[src/rtl/prmc_pkg.sv]
package prmc_pkg;
  // ----------------------------------------
  // Register map (byte addresses)
  // ----------------------------------------
  localparam logic [7:0] CTRL_OFS = 8'h00;
  localparam logic [7:0] CMD_OFS = 8'h04;
  localparam logic [7:0] STATUS_OFS = 8'h08;
  localparam logic [7:0] IRQ_STAT_OFS = 8'h0c;
  localparam logic [7:0] IRQ_MASK_OFS = 8'h10;
  localparam logic [7:0] WAKE_EN_OFS = 8'h14;
  localparam logic [7:0] WAKE_FLAG_OFS = 8'h18;

  // ----------------------------------------
  // Field positions
  // ----------------------------------------
  localparam int CTRL_VARIANT_BIT = 0;
  localparam int CTRL_RDYEN_BIT = 1;
  localparam int CTRL_RDYPOL_BIT = 2;
  localparam int CMD_IDLE_BIT = 0;
  localparam int CMD_POWER_DOWN_INSTRUCTION_BIT = 1;
  localparam int EV_IDLE_IN = 0;
  localparam int EV_PD_IN = 1;
  localparam int EV_WAKE = 2;
  localparam int EV_REFUSE = 3;
  localparam int EV_NUM = 4;

  // ----------------------------------------
  // Reset values
  // ----------------------------------------
  localparam logic [2:0] CTRL_RST = 3'h0;
  localparam logic [7:0] WAKE_EN_RST = 8'h00;
  localparam logic [3:0] IRQ_MASK_RST = 4'h0;

  // ----------------------------------------
  // Timing
  // ----------------------------------------
  localparam int CLK_PERIOD_NS = 8;
  localparam int WAKE_MIN_NS = 40;
  localparam int WAKE_MIN_CYC = (WAKE_MIN_NS + CLK_PERIOD_NS - 1) / CLK_PERIOD_NS;
  localparam int PLL_LOCK_WAIT_CYC = 16;

  typedef enum logic [2:0] {
    PRMC_RUN,
    PRMC_DRAIN,
    PRMC_IDLE,
    PRMC_PD_PROT,
    PRMC_PD_INT,
    PRMC_RESTART
  } prmc_state_t;
endpackage : prmc_pkg

[src/rtl/prmc_sync.sv]
`timescale 1ns/10ps
module prmc_sync #(
  parameter int WIDTH = 9
) (
  input wire logic pclk,
  input wire logic presetn,
  input wire logic [WIDTH-1:0] async_in,
  output logic [WIDTH-1:0] sync_out
);
  logic [WIDTH-1:0] stage1;

  // Two-flop synchroniser; stage1 feeds only sync_out
  always_ff @(posedge pclk or negedge presetn) begin
    if (!presetn) begin
      stage1 <= '0;
      sync_out <= '0;
    end else begin
      stage1 <= async_in;
      sync_out <= stage1;
    end
  end
endmodule : prmc_sync

[src/rtl/prmc_pulse_filter.sv]
`timescale 1ns/10ps
module prmc_pulse_filter #(
  parameter int WIDTH = 8,
  parameter int MIN_CYC = 5
) (
  input wire logic pclk,
  input wire logic presetn,
  input wire logic [WIDTH-1:0] level_in,
  output logic [WIDTH-1:0] qualified
);
  localparam int CW = $clog2(MIN_CYC + 1);
  logic [CW-1:0] cnt [WIDTH];
  logic [CW-1:0] next_cnt [WIDTH];
  logic [WIDTH-1:0] next_qualified;

  // Count consecutive high cycles per pin
  always_comb begin
    for (int i = 0; i < WIDTH; i++) begin
      if (!level_in[i]) begin
        next_cnt[i] = '0;
      end else if (cnt[i] != CW'(MIN_CYC)) begin
        next_cnt[i] = cnt[i] + CW'(1);
      end else begin
        next_cnt[i] = cnt[i];
      end
      next_qualified[i] = level_in[i] && (cnt[i] >= CW'(MIN_CYC - 1));
    end
  end

  always_ff @(posedge pclk or negedge presetn) begin
    if (!presetn) begin
      for (int i = 0; i < WIDTH; i++) begin
        cnt[i] <= '0;
      end
      qualified <= '0;
    end else begin
      cnt <= next_cnt;
      qualified <= next_qualified;
    end
  end
endmodule : prmc_pulse_filter

[src/rtl/prmc_ctrl.sv]
// Overview of operation
// Idle or power down is entered only after software writes an entry command.
// In idle the core clock is gated off while the peripheral clock keeps running.
// Idle ends on any reset or any interrupt request.
// In power down both the core and the peripheral clocks are gated off.
// Power down ends only by hardware reset or a fast wake-up pin, per the selected variant.
// With the variant bit at 0 the protected variant is used and only reset ends it.
// In the protected variant entry happens only if the synchronised NMI pin is still low.
// With the variant bit set, clocks are frozen and oscillator and PLL are stopped.
// A wake-up pin must be high for at least 40 ns and is then recognised.
// A recognised wake-up restarts oscillator and PLL and turns on the weak pulldown.
// An enabled waking interrupt is raised to the core for service before resuming.
// A disabled waking interrupt leaves its request flag set until software clears it.
// Entry waits until no external bus action is pending.
// Entry is refused when ready is enabled but was not active on the last bus access.
// Wake-up pins and NMI pass a two-flop synchroniser before use.
// The core restart is held off until the PLL reports lock.
//
// Implementation choices: the address map and the APB interface to the registers.
`timescale 1ns/10ps
module prmc_ctrl
  import prmc_pkg::*;
#(
  parameter int NPINS = 8
) (
  input wire logic pclk,
  input wire logic presetn,
  input wire logic psel,
  input wire logic penable,
  input wire logic pwrite,
  input wire logic [7:0] paddr,
  input wire logic [31:0] pwdata,
  output logic [31:0] prdata,
  output logic pready,
  output logic pslverr,
  input wire logic [NPINS-1:0] wake_pin,
  input wire logic nmi_n_pin,
  input wire logic irq_request,
  input wire logic bus_busy,
  input wire logic ready_seen,
  input wire logic pll_locked,
  output logic cpu_clk_en,
  output logic periph_clk_en,
  output logic osc_en,
  output logic pll_en,
  output logic weak_pulldown_en,
  output logic [NPINS-1:0] wake_irq,
  output logic irq
);
  // ----------------------------------------
  // Declarations
  // ----------------------------------------
  prmc_state_t state, next_state;
  logic [2:0] ctrl, next_ctrl;
  logic [NPINS-1:0] wake_en, next_wake_en;
  logic [NPINS-1:0] wake_flag, next_wake_flag;
  logic [EV_NUM-1:0] irq_stat, next_irq_stat;
  logic [EV_NUM-1:0] irq_mask, next_irq_mask;
  logic pend_pd, next_pend_pd;
  logic [7:0] lock_cnt, next_lock_cnt;
  logic [31:0] next_prdata;
  logic next_pslverr;
  logic [NPINS:0] sync_all;
  logic [NPINS-1:0] wake_q;
  logic nmi_low;
  logic wr_acc, rd_acc, setup;
  logic cmd_idle, cmd_pd, ready_ok, any_wake;
  logic [EV_NUM-1:0] ev;

  // ----------------------------------------
  // Pin conditioning
  // ----------------------------------------
  prmc_sync #(.WIDTH(NPINS + 1)) u_sync (
    .pclk(pclk),
    .presetn(presetn),
    .async_in({~nmi_n_pin, wake_pin}),
    .sync_out(sync_all)
  );

  prmc_pulse_filter #(.WIDTH(NPINS), .MIN_CYC(WAKE_MIN_CYC)) u_filt (
    .pclk(pclk),
    .presetn(presetn),
    .level_in(sync_all[NPINS-1:0]),
    .qualified(wake_q)
  );

  assign nmi_low = sync_all[NPINS];

  // ----------------------------------------
  // APB decode
  // ----------------------------------------
  function automatic logic hit(input logic [7:0] a, input logic [7:0] ofs);
    return a == ofs;
  endfunction : hit

  assign setup = psel && !penable;
  assign wr_acc = psel && penable && pwrite;
  assign rd_acc = setup && !pwrite;
  assign cmd_idle = wr_acc && hit(paddr, CMD_OFS) && pwdata[CMD_IDLE_BIT];
  assign cmd_pd = wr_acc && hit(paddr, CMD_OFS) && pwdata[CMD_POWER_DOWN_INSTRUCTION_BIT];
  // Ready enabled but inactive on last access blocks entry
  assign ready_ok = !ctrl[CTRL_RDYEN_BIT] || (ready_seen == ctrl[CTRL_RDYPOL_BIT]);
  assign any_wake = |wake_q;

  // Register next values
  always_comb begin
    next_ctrl = ctrl;
    next_wake_en = wake_en;
    next_irq_mask = irq_mask;
    next_irq_stat = irq_stat;
    next_wake_flag = wake_flag;
    next_prdata = prdata;
    next_pslverr = 1'b0;
    if (wr_acc && hit(paddr, CTRL_OFS)) begin
      next_ctrl = pwdata[2:0];
    end
    if (wr_acc && hit(paddr, WAKE_EN_OFS)) begin
      next_wake_en = pwdata[NPINS-1:0];
    end
    if (wr_acc && hit(paddr, IRQ_MASK_OFS)) begin
      next_irq_mask = pwdata[EV_NUM-1:0];
    end
    if (wr_acc && hit(paddr, IRQ_STAT_OFS)) begin
      next_irq_stat = irq_stat & ~pwdata[EV_NUM-1:0];
    end
    if (wr_acc && hit(paddr, WAKE_FLAG_OFS)) begin
      next_wake_flag = wake_flag & ~pwdata[NPINS-1:0];
    end
    next_irq_stat = next_irq_stat | ev; // Set wins over clear
    if (state inside {PRMC_PD_INT, PRMC_RESTART}) begin
      next_wake_flag = next_wake_flag | wake_q;
    end
    if (setup) begin
      next_pslverr = !(hit(paddr, CTRL_OFS) || hit(paddr, CMD_OFS) || hit(paddr, STATUS_OFS)
        || hit(paddr, IRQ_STAT_OFS) || hit(paddr, IRQ_MASK_OFS) || hit(paddr, WAKE_EN_OFS)
        || hit(paddr, WAKE_FLAG_OFS));
    end
    if (rd_acc) begin
      unique case (paddr)
        CTRL_OFS: next_prdata = {29'h0, ctrl};
        STATUS_OFS: next_prdata = {26'h0, pll_locked, pend_pd, 1'b0, state};
        IRQ_STAT_OFS: next_prdata = {28'h0, irq_stat};
        IRQ_MASK_OFS: next_prdata = {28'h0, irq_mask};
        WAKE_EN_OFS: next_prdata = {24'h0, wake_en};
        WAKE_FLAG_OFS: next_prdata = {24'h0, wake_flag};
        default: next_prdata = 32'h0;
      endcase
    end
  end

  always_ff @(posedge pclk or negedge presetn) begin
    if (!presetn) begin
      ctrl <= CTRL_RST;
      wake_en <= WAKE_EN_RST;
      irq_mask <= IRQ_MASK_RST;
      irq_stat <= '0;
      wake_flag <= '0;
      prdata <= 32'h0;
      pslverr <= 1'b0;
      pready <= 1'b0;
    end else begin
      ctrl <= next_ctrl;
      wake_en <= next_wake_en;
      irq_mask <= next_irq_mask;
      irq_stat <= next_irq_stat;
      wake_flag <= next_wake_flag;
      prdata <= next_prdata;
      pslverr <= next_pslverr;
      pready <= setup;
    end
  end

  // ----------------------------------------
  // Mode sequencer
  // ----------------------------------------
  always_comb begin
    next_state = state;
    next_pend_pd = pend_pd;
    next_lock_cnt = lock_cnt;
    ev = '0;
    unique case (state)
      PRMC_RUN: begin
        if (cmd_idle || cmd_pd) begin
          next_pend_pd = cmd_pd;
          next_state = PRMC_DRAIN;
        end
      end
      PRMC_DRAIN: begin
        if (!bus_busy) begin
          if (!ready_ok) begin
            ev[EV_REFUSE] = 1'b1;
            next_state = PRMC_RUN;
          end else if (!pend_pd) begin
            ev[EV_IDLE_IN] = 1'b1;
            next_state = PRMC_IDLE;
          end else if (ctrl[CTRL_VARIANT_BIT]) begin
            ev[EV_PD_IN] = 1'b1;
            next_state = PRMC_PD_INT;
          end else if (nmi_low) begin
            ev[EV_PD_IN] = 1'b1;
            next_state = PRMC_PD_PROT;
          end else begin
            next_state = PRMC_RUN;
          end
        end
      end
      PRMC_IDLE: begin
        if (irq_request) begin
          next_state = PRMC_RUN;
        end
      end
      PRMC_PD_PROT: begin
        next_state = PRMC_PD_PROT;
      end
      PRMC_PD_INT: begin
        if (any_wake) begin
          ev[EV_WAKE] = 1'b1;
          next_lock_cnt = '0;
          next_state = PRMC_RESTART;
        end
      end
      PRMC_RESTART: begin
        if (pll_locked && lock_cnt == 8'(PLL_LOCK_WAIT_CYC)) begin
          next_state = PRMC_RUN;
        end else if (lock_cnt != 8'(PLL_LOCK_WAIT_CYC)) begin
          next_lock_cnt = lock_cnt + 8'h01;
        end
      end
      default: next_state = PRMC_RUN;
    endcase
  end

  always_ff @(posedge pclk or negedge presetn) begin
    if (!presetn) begin
      state <= PRMC_RUN;
      pend_pd <= 1'b0;
      lock_cnt <= 8'h00;
    end else begin
      state <= next_state;
      pend_pd <= next_pend_pd;
      lock_cnt <= next_lock_cnt;
    end
  end

  // ----------------------------------------
  // Clock and power outputs
  // ----------------------------------------
  always_ff @(posedge pclk or negedge presetn) begin
    if (!presetn) begin
      cpu_clk_en <= 1'b1;
      periph_clk_en <= 1'b1;
      osc_en <= 1'b1;
      pll_en <= 1'b1;
      weak_pulldown_en <= 1'b0;
      wake_irq <= '0;
      irq <= 1'b0;
    end else begin
      cpu_clk_en <= next_state == PRMC_RUN;
      periph_clk_en <= next_state inside {PRMC_RUN, PRMC_DRAIN, PRMC_IDLE};
      osc_en <= next_state != PRMC_PD_INT;
      pll_en <= next_state != PRMC_PD_INT;
      weak_pulldown_en <= (state == PRMC_PD_INT && any_wake) || (weak_pulldown_en && state != PRMC_RUN);
      wake_irq <= next_wake_flag & wake_en;
      irq <= |(next_irq_stat & irq_mask);
    end
  end

  // ----------------------------------------
  // Checks
  // ----------------------------------------
  property p_no_self_entry;
    @(posedge pclk) disable iff (!presetn)
      (state == PRMC_RUN && !cmd_idle && !cmd_pd) |=> state == PRMC_RUN;
  endproperty
  a_no_self_entry: assert property (p_no_self_entry) else $error("mode left run unrequested");

  property p_idle_clocks;
    @(posedge pclk) disable iff (!presetn)
      state == PRMC_IDLE && $past(state) == PRMC_IDLE |-> !cpu_clk_en && periph_clk_en;
  endproperty
  a_idle_clocks: assert property (p_idle_clocks) else $error("idle clock gating wrong");

  property p_idle_exit;
    @(posedge pclk) disable iff (!presetn)
      (state == PRMC_IDLE && irq_request) |=> state == PRMC_RUN;
  endproperty
  a_idle_exit: assert property (p_idle_exit) else $error("idle not left on interrupt");

  property p_pd_clocks;
    @(posedge pclk) disable iff (!presetn)
      $past(state == PRMC_PD_PROT) && state == PRMC_PD_PROT |-> !cpu_clk_en && !periph_clk_en;
  endproperty
  a_pd_clocks: assert property (p_pd_clocks) else $error("power down clocks running");

  property p_prot_stuck;
    @(posedge pclk) disable iff (!presetn)
      state == PRMC_PD_PROT |=> state == PRMC_PD_PROT;
  endproperty
  a_prot_stuck: assert property (p_prot_stuck) else $error("protected power down left");

  property p_nmi_gate;
    @(posedge pclk) disable iff (!presetn)
      (state == PRMC_DRAIN && !bus_busy && pend_pd && !ctrl[CTRL_VARIANT_BIT] && !nmi_low) |=> state == PRMC_RUN;
  endproperty
  a_nmi_gate: assert property (p_nmi_gate) else $error("entered without nmi low");

  property p_wake_osc;
    @(posedge pclk) disable iff (!presetn)
      (state == PRMC_PD_INT && any_wake) |=> osc_en && pll_en && weak_pulldown_en;
  endproperty
  a_wake_osc: assert property (p_wake_osc) else $error("wake did not restart oscillator");

  property p_drain;
    @(posedge pclk) disable iff (!presetn)
      (state == PRMC_DRAIN && bus_busy) |=> state == PRMC_DRAIN;
  endproperty
  a_drain: assert property (p_drain) else $error("entered with bus busy");

  property p_refuse;
    @(posedge pclk) disable iff (!presetn)
      (state == PRMC_DRAIN && !bus_busy && !ready_ok) |=> state == PRMC_RUN && irq_stat[EV_REFUSE];
  endproperty
  a_refuse: assert property (p_refuse) else $error("ready refusal missed");

  property p_lock_hold;
    @(posedge pclk) disable iff (!presetn)
      (state == PRMC_RESTART && !pll_locked) |=> state == PRMC_RESTART;
  endproperty
  a_lock_hold: assert property (p_lock_hold) else $error("restart before lock");
endmodule : prmc_ctrl

[config.mk]
export PLATFORM = sky130hd
export DESIGN_NAME = prmc_ctrl
export DESIGN_NICKNAME = d
export VERILOG_FILES = /design/src/rtl/prmc_pkg.sv /design/src/rtl/prmc_sync.sv /design/src/rtl/prmc_pulse_filter.sv /design/src/rtl/prmc_ctrl.sv
export SDC_FILE = /design/constraint.sdc
export NUM_CORES = 1
export LEC_CHECK = 0
export ABC_AREA = 1
export BUFFER_PORTS_ARGS = -buffer_cell sky130_fd_sc_hd__buf_4
export CORE_ASPECT_RATIO = 1.4
export CORE_UTILIZATION = 55
export DETAILED_ROUTE_END_ITERATION = 8
export PLACE_DENSITY = 0.84
export SYNTH_ARGS = -nofsm -noshare
export SYNTH_HDL_FRONTEND = slang
export SYNTH_SLANG_ARGS = --single-unit
[constraint.sdc]
create_clock -name pclk -period 4.6 [get_ports pclk]
set_clock_uncertainty 0.1 [all_clocks]
set_input_delay 0.46 -clock pclk [delete_from_list [all_inputs] [get_ports pclk]]
set_output_delay 0.46 -clock pclk [all_outputs]
set_load 0.01 [all_outputs]
==> impl_metrics.tcl <==
set metrics [dict create \
    p_switching_mw 0.471 \
    slowest_delay_ns 0.40 \
    setup-violations-final 0 \
    post_cts_buffers 0 \
    core_mm2 0.00908 \
    vias_per_cell 5.27 \
    status "finished, violations left" \
    fillers 738 \
    cts_buffer_depth 2 \
    setup_tns_ns 0 \
    mostFrequentLayoutCell "nand2_1" \
    clock_sinks 112 \
    yosysSeqAreaShare 0.539 \
    cp.arrival_ns 1.86 \
    io_buffers 57 \
    power_frac_clock 0.409 \
    path_clk_slew_ns 0.07 \
    fin_crit_sh 0.364 \
    rr_worst_depth 11 \
    drt_drc_violations_left 10 \
    insertion_delay_ns 0.35 \
    powerDensity_mw_per_mm2 341 \
    cts_resized 0 \
    final_layout_size_suffix_gt1_frac 0.182 \
    cts_buffers 9 \
    grt_pass1_wl_um 17100 \
    worstHoldPathType "in2reg" \
    wl_um 10500 \
    switching_share 0.232 \
    ys_seq_elements 112 \
    path_cells "inv_1 -> ha_1 -> nand2_1 -> nor2_1 -> nand2_2 -> nand2_4 -> nand2_4 -> nor2_2 -> nand2_2 -> nor2_1 -> nand2_1" \
    pwr-share-comb 0.075 \
    multi_input_area_mm2 0.00200 \
    cpLargestDelayFamily "simple AND/OR/NAND/NOR gates" \
    ir_drop_mv 0.228 \
    areaGrowthSynthToFinish_pct 14.6 \
    die_w_um 84.2 \
    final_cell_mix "nand2_1 (156), dfrtp_1 (109), inv_1 (66), buf_4 (58), o21ai_0 (34)" \
    cpMaxStageDelayCell "dfrtp_1" \
    p_leak_nw 3.08 \
    synthTopCellsByArea "dfrtp_1 (52%), nand2_1 (11%), inv_1 (4.8%)" \
    violations "DRC" \
    slew_headroom 0.340 \
    grt_pass1_vias 3795 \
    ant_nets 0 \
    period_minus_slack_ns 1.68 \
    critPathKind "reg2reg" \
    cp_max_fo 8 \
    internal-power_mw 1.56 \
    dp_hpwl_um 7550 \
    drv_slew 0 \
    yosysWarnings 0 \
    syn_inst 568 \
    gp_routability_congestion 0.861 \
    dieHeight_um 117 \
    end_kind "flip-flop" \
    nNetsFinal 708 \
    yosysTopAreaCellShare 0.524 \
    via_count 3919 \
    p_seq_frac 0.516 \
    critPathRequiredTime_ns 4.78 \
    grt_use_total 0.226 \
    grt_max_degree 81 \
    synth_top_area_cell "dfrtp_1" \
    path_depth 11 \
    grt_overflow 0 \
    crit_buf_inv 1 \
    worst_setup_path_start_kind "flip-flop" \
    row_count 41 \
    ys_types 37 \
    hold_violations 0 \
    wire_per_inst_um 14.2 \
    n_antenna_cell 0 \
    dieArea_mm2 0.00986 \
    total_power_mw 2.03 \
    clock-root-buffer "clkbuf_16" \
    min_path_cells 1 \
    first_pass_iters 7 \
    netlist_area_mm2 0.00520 \
    ff_latch_area_mm2 0.00281 \
    h-tree-depth 3 \
    initial_core_util 0.573 \
    antenna_found_initial 0 \
    drtIter0Drc 341 \
    avgSynthCellArea_um2 9.16 \
    cts_hold_buf 0 \
    ios 106 \
    max_freq_mhz 596 \
    cts_tree "built" \
    tightest_slew_ns 0.991 \
    cap_violations 0 \
    rsz0062_at_grt "false" \
]
==> cell usage after synthesis <==
master,number
conb_1,1
buf_6,2
nor3_2,2
dfstp_2,3
nor3_1,4
a21boi_0,3
xor2_1,1
ha_1,18
o211ai_1,2
a21boi_2,6
o22ai_1,9
dfrtp_1,109
o21ai_1,6
nor2_2,4
or2_1,1
o21bai_4,1
nand3_1,30
nand4_1,3
or2_2,3
o21ai_4,1
nor4_1,1
a21oi_1,14
buf_4,25
mux2_4,2
nor2_4,3
nand3_2,3
o21ai_0,34
a31oi_1,9
nor2_1,30
nand2_2,4
a211oi_1,1
clkbuf_1,1
nand2_4,3
nand2_1,156
nor3_4,2
inv_1,66
inv_2,5
==> worst register-to-register path, cell delays in order, from the launching register on <==
cell and delay (ns):
dfrtp_1 0.40, inv_1 0.10, ha_1 0.15, nand2_1 0.05, nor2_1 0.13, nand2_2 0.10
nand2_4 0.10, nand2_4 0.09, nor2_2 0.14, nand2_2 0.09, nor2_1 0.10, nand2_1 0.06
==> per-stage QoR <==
stage	area, um^2	hold slack (ns)	setup WS, ns	instances	util
after floorplan	5290	0.0644	3.07	591	-
after global placement	5650	0.232	2.69	728	0.622
after detailed placement	5650	0.236	2.67	728	0.622
after CTS	5960	0.106	2.92	744	0.657
after global routing	5960	0.101	2.81	744	0.657
final	5960	0.113	2.92	744	0.657
==> per-layer routing <==
layer,vias to the layer above,track usage,share of wire
li1,1910,-,-
met1,1874,0.256,0.38
met2,114,0.413,0.54
met3,21,0.0456,0.045
met4,0,0.109,0.033
met5,-,0,0
==> power by group through the flow <==
stage	logic [mW]	registers, mW	clock network [mW]
3_3_place_gp	0.144	1.06	0
4_1_cts	0.155	1.05	0.846
5_1_grt	0.175	1.05	0.880
3_5_place_dp	0.154	1.07	0
2_1_floorplan	0.0916	1.06	0
6_report	0.152	1.05	0.831
==> final timing paths <==
path	from	end	slack (ns)
max	lock_cnt[1]	pll_en	2.92
min	wake_pin[5]	u_sync.stage1[5]	0.11
max reg2reg	lock_cnt[1]	pll_en	2.92
min reg2reg	u_sync.stage1[2]	u_sync.sync_out[2]	0.25
max in group asynchronous	presetn	u_sync.sync_out[3]	3.23
min in group asynchronous	presetn	pslverr	0.18
==> layout make-up <==
class,instances,area share
sequential,112,0.471
tap,107,0.0224
clock inverter,7,0.0157
inverter,71,0.0447
multi-input combinational,380,0.336
timing repair buffer,58,0.0730
clock buffer,9,0.0378
==> state kept, by name (all words and copies together), names as in the netlist <==
register / flops
cpu_clk_en: 1
ctrl: 3
irq: 1
irq_mask: 4
irq_stat: 4
lock_cnt: 8
pend_pd: 1
periph_clk_en: 1
pll_en: 1
prdata: 8
pready: 1
pslverr: 1
state: 3
u_filt.cnt: 24
u_filt.qualified: 8
u_sync.stage1: 9
u_sync.sync_out: 9
wake_en: 8
wake_flag: 8
wake_irq: 8
weak_pulldown_en: 1
==> cell families after synthesis <==
| group | count (synthesis) | synth area share |
|---|---|---|
| buffers and inverters | 99 | 0.0923 |
| flip-flops | 112 | 0.539 |
| XOR/XNOR | 1 | 0.00168 |
| AND/OR/NAND/NOR | 249 | 0.215 |
| AO/OA/AOI/OAI | 86 | 0.102 |
| multiplexers | 2 | 0.00577 |
| other | 1 | 0.000721 |
| adder cells (fa/ha/maj) | 18 | 0.0433 |
Power figures use the tool's default switching activity.
